**config.mk**
```make
export PLATFORM = sky130hd
export DESIGN_NAME = fsf_top
export DESIGN_NICKNAME = d
export VERILOG_FILES = /design/src/fsf_pkg.sv /design/src/fsf_capture.sv /design/src/fsf_top.sv
export VERILOG_INCLUDE_DIRS = /design/src
export SDC_FILE = /design/constraint.sdc
export NUM_CORES = 1
export LEC_CHECK = 0
export BUFFER_PORTS_ARGS = -buffer_cell sky130_fd_sc_hd__buf_4
export CELL_PAD_IN_SITES_DETAIL_PLACEMENT = 2
export CELL_PAD_IN_SITES_GLOBAL_PLACEMENT = 2
export CORE_AREA = 2 2 126 128
export CTS_CLUSTER_DIAMETER = 200
export DETAILED_ROUTE_END_ITERATION = 8
export DIE_AREA = 0 0 128 130
export PLACE_DENSITY = 0.8
export RECOVER_POWER = 100
export SYNTH_ARGS = -nofsm -noshare
export SYNTH_HDL_FRONTEND = slang
export SYNTH_SLANG_ARGS = --single-unit
```
**constraint.sdc**
```tcl
create_clock -name ref_clk -period 1.2 [get_ports ref_clk]
set_input_delay 0.12 -clock ref_clk [delete_from_list [all_inputs] [get_ports ref_clk]]
set_output_delay 0.12 -clock ref_clk [all_outputs]
set_load 0.02 [all_outputs]
```
**src/fsf_consts.svh**
```systemverilog
// Constants of the fault status flag block: offsets, bit positions, reset values.
// Assumes a 32-bit plain register port with an 8-bit byte address.
//
// Behaviour
// - Instruction bus error flag sets only when a prefetch-faulted instruction is issued.
// - An instruction bus error never loads the bus fault address capture.
// - Each flag stays set until software writes one to it; zero leaves it.
// - Address-valid flag is high exactly while the memory fault address capture is valid.
// - Reserved bits read zero and ignore writes; software preserves them.
// - Stacking violation flag sets when exception-entry stacking hits access violations.
// - On stacking violation the stack pointer still adjusts; no memory address capture.
// - A precise data bus error loads its address into the bus fault capture.
`ifndef FSF_CONSTS_SVH
`define FSF_CONSTS_SVH

// ----------------------------------------------------------------
// Register offsets (byte addresses)
// ----------------------------------------------------------------
`define FSF_OFS_STATUS   8'h00
`define FSF_OFS_MASK     8'h04
`define FSF_OFS_MM_ADDR  8'h08
`define FSF_OFS_BUS_ADDR 8'h0C

// ----------------------------------------------------------------
// Field positions in status and mask
// ----------------------------------------------------------------
`define FSF_BIT_INSTR_ERR   8
`define FSF_BIT_ADDR_VALID  7
`define FSF_BIT_STACK_VIOL  4
`define FSF_FLAG_BITS       9'h190

// ----------------------------------------------------------------
// Reset values
// ----------------------------------------------------------------
`define FSF_FLAG_RST     1'b0
`define FSF_MASK_RST     9'h000
`define FSF_ADDR_RST     32'h0000_0000
`define FSF_RDATA_RST    32'h0000_0000

`endif

```
**src/fsf_pkg.sv**
```systemverilog
// Types of the fault status flag block.
// Assumes fsf_consts.svh supplies the numeric constants.
`default_nettype none

package fsf_pkg;
    // Exception-entry stacking phase, one-hot
    typedef enum logic [1:0] {
        FSF_STK_IDLE = 2'b01,
        FSF_STK_PUSH = 2'b10
    } fsf_stk_state_type;

    typedef logic [7:0]  fsf_addr_type;
    typedef logic [31:0] fsf_word_type;
endpackage

`default_nettype wire

```
**src/fsf_capture.sv**
```systemverilog
// Fault address capture register: holds the last address loaded.
// Assumes load is a one-cycle pulse from the fault logic in the same clock.
`timescale 1ns/100ps
`default_nettype none
`include "fsf_consts.svh"

module fsf_capture
    import fsf_pkg::*;
(
    input  wire logic         ref_clk,
    input  wire logic         rst,
    input  wire logic         load,
    input  wire fsf_word_type addr_in,
    output fsf_word_type      addr_out
);

    // ----------------------------------------------------------------
    // Capture storage
    // ----------------------------------------------------------------
    fsf_word_type addr_r;

    // Load on pulse, hold otherwise
    always_ff @(posedge ref_clk) begin
        if (rst) begin
            addr_r <= `FSF_ADDR_RST;
        end else if (load) begin
            addr_r <= addr_in;
        end
    end

    assign addr_out = addr_r;
endmodule
`default_nettype wire

```
**src/fsf_top.sv**
```systemverilog
// Fault status flags with address captures, interrupt and register port.
// Assumes core fault events are one-cycle pulses synchronous to ref_clk.
//
// Decided for this implementation: the placing of the registers and strobed register access.
`timescale 1ns/100ps
`default_nettype none
`include "fsf_consts.svh"

module fsf_top
    import fsf_pkg::*;
(
    input  wire logic         ref_clk,
    input  wire logic         rst,
    // Register port
    input  wire fsf_addr_type reg_addr,
    input  wire fsf_word_type reg_wdata,
    input  wire logic         reg_wr,
    input  wire logic         reg_rd,
    output fsf_word_type      reg_rdata,
    // Instruction path
    input  wire logic         prefetch_err,
    input  wire logic         issue_fire,
    input  wire logic         issue_prefetch_err,
    // Data path
    input  wire logic         precise_data_err,
    input  wire fsf_word_type data_err_addr,
    input  wire logic         mm_data_viol,
    input  wire fsf_word_type mm_viol_addr,
    // Exception-entry stacking
    input  wire logic         stack_start,
    input  wire logic         stack_viol,
    input  wire logic         stack_done,
    output logic              sp_adjust,
    output logic              stack_ctx_suspect,
    // Status to core
    output logic              prefetch_err_pending,
    output logic              irq
);

    // ----------------------------------------------------------------
    // State
    // ----------------------------------------------------------------
    logic              instr_bus_err_flag;
    logic              mm_addr_valid_flag;
    logic              stacking_violation_flag;
    logic [8:0]        mask_r;
    logic              pend_r;
    logic              suspect_r;
    fsf_word_type      rdata_r;
    fsf_word_type      rdata_nxt;
    fsf_word_type      bus_fault_addr_capture;
    fsf_word_type      mm_fault_addr_capture;
    fsf_stk_state_type stk_r;
    fsf_stk_state_type stk_nxt;
    logic [8:0]        status;
    logic              wr_status;
    logic              instr_err_set;
    logic              stack_viol_set;
    logic              bus_load;

    // ----------------------------------------------------------------
    // Event decode
    // ----------------------------------------------------------------
    // Flag only when the faulted instruction actually issues
    assign instr_err_set  = issue_fire && issue_prefetch_err;
    // Only a precise data error loads the bus capture
    assign bus_load       = precise_data_err;
    // Violations count only while pushing the entry context
    assign stack_viol_set = (stk_r == FSF_STK_PUSH) && stack_viol;
    assign wr_status      = reg_wr && (reg_addr == `FSF_OFS_STATUS);

    // ----------------------------------------------------------------
    // Sticky flags, set wins over write-one clear
    // ----------------------------------------------------------------
    // Instruction bus error flag
    always_ff @(posedge ref_clk) begin
        if (rst) begin
            instr_bus_err_flag <= `FSF_FLAG_RST;
        end else if (instr_err_set) begin
            instr_bus_err_flag <= 1'b1;
        end else if (wr_status && reg_wdata[`FSF_BIT_INSTR_ERR]) begin
            instr_bus_err_flag <= 1'b0;
        end
    end

    // Address-valid flag follows loads of the memory fault capture
    always_ff @(posedge ref_clk) begin
        if (rst) begin
            mm_addr_valid_flag <= `FSF_FLAG_RST;
        end else if (mm_data_viol) begin
            mm_addr_valid_flag <= 1'b1;
        end else if (wr_status && reg_wdata[`FSF_BIT_ADDR_VALID]) begin
            mm_addr_valid_flag <= 1'b0;
        end
    end

    // Stacking violation flag
    always_ff @(posedge ref_clk) begin
        if (rst) begin
            stacking_violation_flag <= `FSF_FLAG_RST;
        end else if (stack_viol_set) begin
            stacking_violation_flag <= 1'b1;
        end else if (wr_status && reg_wdata[`FSF_BIT_STACK_VIOL]) begin
            stacking_violation_flag <= 1'b0;
        end
    end

    // ----------------------------------------------------------------
    // Prefetch error waiting for issue
    // ----------------------------------------------------------------
    // Remembers a failed prefetch; does not touch the flag by itself
    always_ff @(posedge ref_clk) begin
        if (rst) begin
            pend_r <= 1'b0;
        end else if (prefetch_err) begin
            pend_r <= 1'b1;
        end else if (issue_fire) begin
            pend_r <= 1'b0;
        end
    end

    assign prefetch_err_pending = pend_r;

    // ----------------------------------------------------------------
    // Stacking sequencer
    // ----------------------------------------------------------------
    // Next phase of exception-entry stacking
    always_comb begin
        stk_nxt = stk_r;
        case (stk_r)
            FSF_STK_IDLE: begin
                if (stack_start) begin
                    stk_nxt = FSF_STK_PUSH;
                end
            end
            FSF_STK_PUSH: begin
                if (stack_done) begin
                    stk_nxt = FSF_STK_IDLE;
                end
            end
            default: stk_nxt = FSF_STK_IDLE;
        endcase
    end

    // Phase register
    always_ff @(posedge ref_clk) begin
        if (rst) begin
            stk_r <= FSF_STK_IDLE;
        end else begin
            stk_r <= stk_nxt;
        end
    end

    // Context marked suspect when this push saw a violation
    always_ff @(posedge ref_clk) begin
        if (rst) begin
            suspect_r <= 1'b0;
        end else if (stack_start && (stk_r == FSF_STK_IDLE)) begin
            suspect_r <= 1'b0;
        end else if (stack_viol_set) begin
            suspect_r <= 1'b1;
        end
    end

    // Stack pointer adjusts at end of push, violation or not
    assign sp_adjust         = (stk_r == FSF_STK_PUSH) && stack_done;
    assign stack_ctx_suspect = suspect_r;

    // ----------------------------------------------------------------
    // Address captures
    // ----------------------------------------------------------------
    // Bus capture: precise data errors only, never instruction errors
    fsf_capture u_bus_cap (
        .ref_clk  (ref_clk),
        .rst      (rst),
        .load     (bus_load),
        .addr_in  (data_err_addr),
        .addr_out (bus_fault_addr_capture)
    );

    // Memory capture: data access violations only, never stacking
    fsf_capture u_mm_cap (
        .ref_clk  (ref_clk),
        .rst      (rst),
        .load     (mm_data_viol),
        .addr_in  (mm_viol_addr),
        .addr_out (mm_fault_addr_capture)
    );

    // ----------------------------------------------------------------
    // Mask and interrupt
    // ----------------------------------------------------------------
    // Mask holds only the implemented flag positions
    always_ff @(posedge ref_clk) begin
        if (rst) begin
            mask_r <= `FSF_MASK_RST;
        end else if (reg_wr && (reg_addr == `FSF_OFS_MASK)) begin
            mask_r <= reg_wdata[8:0] & `FSF_FLAG_BITS;
        end
    end

    // Status view; reserved positions tied low
    always_comb begin
        status                = 9'h000;
        status[`FSF_BIT_INSTR_ERR]  = instr_bus_err_flag;
        status[`FSF_BIT_ADDR_VALID] = mm_addr_valid_flag;
        status[`FSF_BIT_STACK_VIOL] = stacking_violation_flag;
    end

    assign irq = |(status & mask_r);

    // ----------------------------------------------------------------
    // Read path, data one cycle after the strobe
    // ----------------------------------------------------------------
    // Read mux; unmapped offsets return zero
    always_comb begin
        rdata_nxt = `FSF_RDATA_RST;
        if (reg_rd) begin
            if (reg_addr == `FSF_OFS_STATUS) begin
                rdata_nxt = {23'h000000, status};
            end else if (reg_addr == `FSF_OFS_MASK) begin
                rdata_nxt = {23'h000000, mask_r};
            end else if (reg_addr == `FSF_OFS_MM_ADDR) begin
                rdata_nxt = mm_fault_addr_capture;
            end else if (reg_addr == `FSF_OFS_BUS_ADDR) begin
                rdata_nxt = bus_fault_addr_capture;
            end
        end
    end

    // Read data register
    always_ff @(posedge ref_clk) begin
        if (rst) begin
            rdata_r <= `FSF_RDATA_RST;
        end else begin
            rdata_r <= rdata_nxt;
        end
    end

    assign reg_rdata = rdata_r;
endmodule
`default_nettype wire

```
# Word-level counts from Yosys, hierarchy flattened
# Index checks and enable logic that the tools add are counted.
# W data, S select, Z words.
[word_totals]
wordCells = 56
ff_bits = 106
input_bits = 116
output_inout_bits = 36
[op_classes]
bitwise_logic = 2
n_reduce_logical = 20
eq_ne = 7
mux = 15
[ops]
columns = ["op", "count"]
rows = [
  ["$mux W32", 2],
  ["$mux W9", 2],
  ["$eq A8 B4 Y1 const B", 2],
  ["$and A9 B9 Y9", 1],
  ["$logic_and A1 B1 Y1", 9],
  ["$reduce_or A9 Y1", 1],
  ["$eq A8 B3 Y1 const B", 1],
  ["$logic_not A8 Y1", 1],
  ["$mux W1", 8],
  ["$reduce_bool A2 Y1", 4],
  ["$mux W2", 2],
  ["$ne A2 B2 Y1 const B", 2],
  ["$pmux W2 S2", 1],
  ["$reduce_or A2 Y1", 2],
  ["$reduce_or A4 Y1", 1],
  ["$reduce_or A3 Y1", 1],
  ["$eq A2 B1 Y1 const B", 1],
  ["$eq A2 B2 Y1 const B", 1],
  ["$reduce_and A2 Y1", 1],
  ["$not A1 Y1", 1],
]

# Logic depth before layout (Yosys ltp)
# Gate-level depths: netlist of run 1.
[logic_depth]
depth_word = 5
depth_mapped = 5
mapped_depth_nobuf = 3

# Hierarchy
# Synthesis of run 1 repeated with hierarchy kept, for this count alone.
[unflattened]
cells_unflattened = 366
hier_area_um2 = 4006.3
[modules_own_cells]
columns = ["module", "instances", "cells_per_inst", "seq_area_each_um2", "area_per_inst_um2"]
rows = [
  ["fsf_capture", 2, 103, 640.6, 1163.6],
  ["fsf_top", 1, 160, 840.8, 1679.1],
]

# Worst setup path after synthesis of run 1
# Ideal clock, no wire load.
[synth_timing]
kind = "input -> register"
startpoint = "in reg_addr[1]"
endpoint = "reg mm_addr_valid_flag"
slack_ns = -0.005
n_path_buf = 0
required_ns = 1.068
path_stages = 3
arrival_time_ns = 1.072
setup_time_ns = 0.132
path_cell_list = "or4_1 o41ai_2 a21oi_1"
[synth_between]
elab_chain_cells = 4
[synth_rtl]
columns = ["item", "line", "text"]
rows = [
  ["start, declared", "fsf_top.sv:15", "input wire fsf_addr_type reg_addr,"],
  ["$logic_not A8 Y1 (no source line)", "--", ""],
  ["$logic_and A1 B1 Y1", "fsf_top.sv:70", "assign wr_status = reg_wr && (reg_addr == `FSF_OFS_STATUS);"],
  ["$logic_and A1 B1 Y1", "fsf_top.sv:92", "end else if (wr_status && reg_wdata[`FSF_BIT_ADDR_VALID]) begin"],
  ["$reduce_bool A2 Y1 (no source line)", "--", ""],
  ["end signal, assigned", "fsf_top.sv:89", "mm_addr_valid_flag <= `FSF_FLAG_RST;"],
  ["end, declared", "fsf_top.sv:44", "logic mm_addr_valid_flag;"],
]
# No other way between the ends.
# A chain may end at the register's enable or synchronous reset.

# Final worst setup path of run 1
[layout_timing]
startpoint = "reg mask_r[8]"
endpoint = "out irq"
[layout_between]
elab_chain_cells = 2
[layout_rtl]
columns = ["item", "line", "text"]
rows = [
  ["start, declared", "fsf_top.sv:46", "logic [8:0] mask_r;"],
  ["start signal, assigned", "fsf_top.sv:196", "mask_r <= `FSF_MASK_RST;"],
  ["start signal, assigned", "fsf_top.sv:198", "mask_r <= reg_wdata[8:0] & `FSF_FLAG_BITS;"],
  ["$and A9 B9 Y9", "fsf_top.sv:210", "assign irq = |(status & mask_r);"],
  ["$reduce_or A9 Y1", "fsf_top.sv:210", ""],
  ["end, declared", "fsf_top.sv:37", "output logic irq"],
]
# No other way between the ends.

==> results of run 1 <==
per-layer routing:
metal  wire length, um  part of all wire  vias to the layer above  GRT usage
li1                  -                 -                     1502          -
met1              4890              0.42                     1508      0.157
met2              6170              0.53                       76      0.271
met3               480             0.041                       12     0.0361
met4               141             0.012                        0     0.0465
met5                 0                 0                        -          0
cell usage after synthesis:
master / count
and4_1: 2
and3b_1: 1
o21ai_0: 2
nor4_4: 1
inv_1: 5
or4bb_1: 1
o41ai_2: 1
or2_2: 1
or4b_1: 1
nand2_1: 4
nor4b_1: 1
a222oi_1: 1
nor2b_1: 5
dfxtp_1: 106
mux4_2: 3
buf_6: 1
o31ai_1: 3
a21o_1: 1
o22ai_1: 1
clkbuf_1: 8
or4_1: 1
mux2i_1: 93
buf_1: 4
a21oi_1: 7
nor2_1: 96
nand3_1: 1
nand4_1: 4
buf_2: 10
nand2b_1: 2
area by class of cell:
cell class	instances	area, um^2	area share
Tap cell	192	240	0.0455
Timing Repair Buffer	142	985	0.186
Inverter	5	18.8	0.00355
Clock inverter	4	26.3	0.00497
Multi-Input combinational cell	233	1630	0.308
Sequential cell	106	2130	0.403
Clock buffer	12	256	0.0485
what timing repair did:
action                                  4_1_cts  5_1_grt
hold buffers                                  5        0
setup buffers                                 1        2
endpoints found under the setup margin        2        2
pin swaps                                     1        0
hold endpoints to repair                      5        0
resized for setup                             4        4
state kept, by name (all words and copies together), names as in the netlist:
name and flops:
mask_r 3, mm_addr_valid_flag 1, prefetch_err_pending 1, instr_bus_err_flag 1, u_mm_cap.addr_out 32, u_bus_cap.addr_out 32
stk_r 2, stacking_violation_flag 1, stack_ctx_suspect 1, reg_rdata 32
worst max-delay path: stages (launching register included):
cell and delay (ns):
dfxtp_2 0.32, a222oi_1 0.37, inv_1 0.10, buf_6 0.14
logic make-up after synthesis:
family          count (synthesis)  synth area share
compound gates                 16            0.0276
buf+inv                        28            0.0321
flops                         106             0.545
mux                            96             0.256
simple gates                  121             0.139
layout by cell type, fill, tap and decap left out, drive strengths merged, types with 5 or more instances in the layout:
cell type	n
dfxtp	106
buf	93
nor2	96
a21oi	7
dlygate4sd3	5
nor2b	5
inv	5
clkbuf	56
mux2i	93
worst min path at each step:
| stage | from | to | slack (ns) | cells after the start |
|---|---|---|---|---|
| finish | mm_viol_addr[28] | u_mm_cap.addr_out[28] | 0.02 | 3 |
| floorplan | prefetch_err | prefetch_err_pending | 0.24 | 2 |
| CTS | mm_viol_addr[12] | u_mm_cap.addr_out[12] | 0.0002 | 3 |
| global route | data_err_addr[29] | u_bus_cap.addr_out[29] | 0.008 | 3 |
| global placement | prefetch_err | prefetch_err_pending | 0.34 | 3 |
| detailed placement | prefetch_err | prefetch_err_pending | 0.34 | 3 |
stage by stage:
step / hold slack, ns / cell area, um^2
after floorplan: 0.237 / 3900
after CTS: 0.000211 / 5440
after detailed placement: 0.340 / 5090
final: 0.0187 / 5290
after global placement: 0.336 / 5090
after global routing: 0.00800 / 5290
where the power goes:
group	leakage [nW]	switching, mW	total [mW]	internal (mW)
Sequential	0.870	0.0784	3.74	3.66
Combinational	1.35	0.335	0.763	0.427
Clock	0.139	1.28	2.80	1.52
==> results.md, run 1 <==
* Outcome: complete, but fails checks
* Failing checks: negative setup slack
* Std-Cell Rows at 46
* CTS max path bufs at 2
* Via count at 3098
* Post-Synthesis Cells at 367
* Worst-case clock skew at 0.00626 ns
* Clk sinks at 106
* First-pass detailed-route iteration total at 4
* Largest net degree at the start of global routing at 76
* Final design utilization at 0.343
* Fill cell count at 1716
* Synth cell types at 29
* Vias per cell at 4.46
* Antenna diodes at 0
* Fin. Hold Viols at 0
* Slew headroom at 0.686
* R2r setup slk at 0.06 ns
* Initial antenna violation count at 0
* Post-route clock period utilization at 1.16
* Pre-CTS setup slack at -0.168 ns
* Final Max Slew Viols at 0
* Worst Setup Slack, final at -0.186 ns
* Root buf cell: clkbuf_16
* H-tree Lvls at 3
* Worst Setup EP: irq
* Maximum VDD drop at 0.000637 V
* Final Power at 7.30 mW
* Vias in the first global route at 3548
* Worst Path Max Fanout at 2
* Worst R2R Path Depth at 3
* DRT antenna net count at 0
* Sequential area share after synthesis at 0.545
* Critical path type: register to output port
* Core Footprint at 15400 um^2
* Worst path required time at 1.08 ns
* Post-synth top area share at 0.545
* DRT iter0 DRCs at 77
* Crit end category: output port
* Later-pin clock latency in the skew report at 0.34 ns
* Avg Synthesized Cell Area at 10.6 um^2
* Leakage Power at 2.36 nW
* Synthesis-stage register bit count at 106
* Crit path DAT at 1.27 ns
* # placed instances at 670
* Post-Route WL at 11700 um
* Min-Delay Path Class: input port to register
* Setup total negative slack at -0.192 ns
* Area of the mapped netlist at 3890 um^2
* Max Freq at 721 MHz
* Die ar. at 16600 um^2
* Initial core utilization at 0.252
* Net Count, Synth at 483
* Global-route wire length before repair at 18200 um
* CTS clk-pin slew, worst paths at 0.07 ns
* Yosys warning count at 0
* Port Buffers at 122
* Setup Viol. Count Final at 2
* Layout cell share with drive strength beyond 1 at 0.251
* GPL Wtd Cong at 0.709
* Die width at 128 um
* Launch point of the worst path: mask_r[8]
* Setup crit start kind: register
* DP HPWL at 7980 um
* Synthesis-to-layout area growth at 35.7%
* TritonCTS clock tree: done
* # IOs at 152
* Non-filler cells, final at 694
* RSZ-0062 raised after global routing: true
* # nets final at 613
* WL per Instance at 16.8 um
* Synth area leader: dfxtp_1
* Cell area power density at 1380 nW/um^2
* Slew @ Worst Pin at 0.471 ns
* Min cycle time layout at 1.39 ns
* Number of max-cap violations at 0
* R2R Path Start: mask_r[8]
* Residual DRC at 0
* Cts bufs inserted at 9
* Die H at 130 um
* GR Overflow Total at 0
* Dominant cells by area after synthesis: dfxtp_1 54%, mux2i_1 24%, nor2_1 9.3%
* RR Endpoint: reg_rdata[8]
* Total GRT Usage at 0.143
(Power assumes the default switching activity.)
==> run 2: changes to the inputs <==
Settings changed: CORE_AREA 2 2 126 128 to 2 2 128 130, DIE_AREA 0 0 128 130 to 0 0 130 132, PLACE_DENSITY 0.8 to 0.79, SYNTH_HIERARCHICAL set to 1, TNS_END_PERCENT set to 100.
==> run 2 against run 1 <==
The flow still finishes with violations (negative setup slack). Synthesized area increased by 2.9%. Power rose by 4.8%. Via count up 0.65%. Clock power is 12% higher. Critical path depth unchanged. Critical path type unchanged. Count of clock-buffer cells in the layout grew 3. Largest cell class unchanged. Final cell count rose by 3.5%. Critical endpoint unchanged. Sequential power about the same. Worst hold slack worse by 0.0020 ns. Flip-flop and latch count is the same. Synthesized cell count down 0.27%. Sequential share of layout area decreased by 0.86 points.
==> results.md, run 2 <==
* Global-route wire length before repair at 18800 um (+3.3%)
* Commonest cells after routing, fill and taps aside: 103 x dfxtp_1, 96 x nor2_1, 93 x mux2i_1
* Slew headroom at 0.691 (+0.00478)
* Vias in the first global route at 3603 (+1.6%)
* Antenna diodes at 0 (unchanged)
* Net Switching at 1.70 mW (+0.42%)
* Setup Viol. Count Final at 2 (unchanged)
* Outcome: complete, but fails checks
* Post-Synthesis Cells at 366 (-0.27%)
* Pre-CTS setup slack at -0.188 ns (-0.0200 ns)
* Critical-path top delay cell: a222oi_1
* Net Count, Synth at 482 (-0.21%)
* Initial antenna violation count at 0 (unchanged)
* Critical path type: register to output port
* Most used flip-flop cell after synthesis: dfxtp_1
* Synthesis-to-layout area growth at 34.5%
* Clk sinks at 106 (unchanged)
* DRT antenna net count at 0 (unchanged)
* Crit path DAT at 1.27 ns (about the same)
* GPL Wtd Cong at 0.707 (-0.18%)
* Max Freq at 718 MHz (-0.44%)
* Switching Fraction at 0.222 (-0.00967)
* Min cycle time layout at 1.39 ns (+0.00616 ns)
* Int Pwr at 5.95 mW (+6.1%)
* Setup total negative slack at -0.196 ns (-0.00382 ns)
* Count leader, synth: dfxtp_1
* EDFF count, synth at 0 (unchanged)
* Min Hold Slack at 0.0166 ns (-0.00201 ns)
* Crit end category: output port
* Fraction of registers with async set/reset at 0 (unchanged)
* Post-route clock period utilization at 1.16 (+0.00513)
* First-pass detailed-route iteration total at 4 (unchanged)
* Die H at 132 um (+1.5%)
* CTS max path bufs at 2 (unchanged)
* RSZ-0062 raised after global routing: true
* Worst Setup Slack, final at -0.192 ns (-0.00616 ns)
* Root buf cell: clkbuf_16
* Largest net degree at the start of global routing at 46 (-39%)
* WL per Instance at 16.6 um (-1.5%)
* Most frequent cells after synthesis: 106 x dfxtp_1, 96 x nor2_1, 93 x mux2i_1
* Cell area power density at 1420 nW/um^2 (+2.8%)
* Buf+Inv Stages, Crit Path at 2 (unchanged)
* CTS clk-pin slew, worst paths at 0.06 ns (about the same)
* Final Max Slew Viols at 0 (unchanged)
* Failing checks: negative setup slack
* DP HPWL at 8630 um (+8.1%)
* Dominant cells by area after synthesis: dfxtp_1 53%, mux2i_1 23%, nor2_1 9.0%
* Initial core utilization at 0.255 (+0.00254)
* Sequential area share after synthesis at 0.530 (-0.0153)
* Leakage Power at 2.40 nW (+1.7%)
* GR Overflow Total at 0 (unchanged)
* Via count at 3118 (+0.65%)
* Post-synth top area share at 0.530 (-0.0153)
* Die width at 130 um (+1.6%)
* Synth cell types at 30 (+3.4%)
* Later-pin clock latency in the skew report at 0.35 ns (about the same)
* Core Footprint at 15700 um^2 (+1.9%)
* Yosys warning count at 6 (+6)
* Sequential power share at 0.489 (-0.023)
* Std-Cell Rows at 46 (unchanged)
* Synth area leader: dfxtp_1
* Critical path cell sequence: a222oi_1, inv_1, buf_6
* Area of the mapped netlist at 4010 um^2 (+2.9%)
* Maximum VDD drop at 0.000609 V (-4.4%)
* Commonest non-fill, non-tap cell in the layout: dfxtp_1
* Post-Route WL at 11900 um (+1.9%)
* # nets final at 613 (unchanged)
* Cts bufs inserted at 9 (unchanged)
* Port Buffers at 122 (unchanged)
* Worst-case clock skew at 0.00498 ns (-0.00128 ns)
* Worst Path Max Fanout at 2 (unchanged)
* DRT iter0 DRCs at 82 (+6.5%)
* # IOs at 152 (unchanged)
* Setup crit start kind: register
* Layout cell share with drive strength beyond 1 at 0.255 (+0.00398)
* TritonCTS clock tree: done
* Number of max-cap violations at 0 (unchanged)
* Die ar. at 17200 um^2 (+3.1%)
* H-tree Lvls at 3 (unchanged)
* Clk pwr share at 0.409 (+0.025)
* Slew @ Worst Pin at 0.460 ns (-0.0110 ns)
* CP peak stage delay at 0.37 ns (about the same)
* Combinational power share at 0.102 (-0.002)
* Top delay family on crit path: compound AO/OA/AOI/OAI gates
* Min-Delay Path Class: input port to register
* Residual DRC at 0 (unchanged)
* Vias per cell at 4.34 (-2.7%)
* Synthesis-stage register bit count at 106 (unchanged)
* Avg Synthesized Cell Area at 10.9 um^2 (+3.2%)
* Fin. Hold Viols at 0 (unchanged)
* Worst path required time at 1.08 ns (about the same)
* Total GRT Usage at 0.142 (-0.00105)
==> run 2: cell types whose count changed after synthesis, sizes merged, moves of 2 or more <==
cell | previous run | this run
nand4 | 4 | 6
a31o | 0 | 2
nand2b | 2 | 0
and4 | 2 | 0
==> run 2: metal layers <==
| metal | GRT usage | up-vias | routed length [um] |
|---|---|---|---|
| met1 | 0.158 | 1534 | 4830 |
| li1 | - | 1498 | - |
| met4 | 0.0532 | 0 | 188 |
| met5 | 0 | - | 0 |
| met2 | 0.258 | 72 | 6300 |
| met3 | 0.0361 | 14 | 586 |
==> run 2: tightest hold or removal path, stage by stage <==
cell	delay, ns
buf_4	0.08
mux2i_1	0.05
nor2_1	0.07
==> run 2: area by class of cell <==
class / count / area [um^2]
clock buffers: 15 / 288
clock inverters: 1 / 30.0
fillers: 1730 / 10300
inverters: 6 / 22.5
multi-input cells: 231 / 1620
flip-flops and latches: 106 / 2130
well taps: 216 / 270
repair buffers: 143 / 1030
==> run 2: what timing repair did <==
item	CTS	global route
setup buffers	2	0
setup endpoints to repair	2	2
hold buffers	4	0
pin swaps	1	0
hold endpoints to repair	4	0
gates resized for setup	4	1
==> run 2: final timing paths <==
kind	endpoint	start	slack [ns]	depth (start not counted)
worst max register to register	reg_rdata[4]	mask_r[4]	0.07	3
worst max-delay path	irq	mask_r[4]	-0.19	3
worst min register to register	u_bus_cap/addr_out[31]	u_bus_cap/addr_out[31]	0.50	2
worst min-delay path	u_bus_cap/addr_out[9]	data_err_addr[9]	0.02	3
==> run 2: per-stage QoR <==
step | cells | total power, mW | instance area (um^2) | util
after global routing | 718 | 8.03 | 5390 | 0.343
after detailed placement | 696 | 4.62 | 5170 | 0.329
final | 718 | 7.65 | 5390 | 0.343
after CTS | 718 | 7.82 | 5550 | 0.353
after floorplan | 366 | 4.24 | 4010 | -
after global placement | 696 | 4.57 | 5170 | 0.329
==> run 2: logic make-up after synthesis <==
logic type / after synthesis / synth area share
DFF: 106 / 0.530
muxes: 96 / 0.249
buffers and inverters: 29 / 0.0593
and+or+nand+nor: 119 / 0.133
AOI/OAI and AO/OA: 16 / 0.0284
==> run 2: power by group through the flow <==
stage,combinational [mW],clock (mW),sequential [mW]
2_1_floorplan,0.442,0,3.79
4_1_cts,0.816,3.27,3.74
6_report,0.781,3.13,3.74
3_3_place_gp,0.763,0,3.81
5_1_grt,0.862,3.41,3.76
3_5_place_dp,0.800,0,3.82
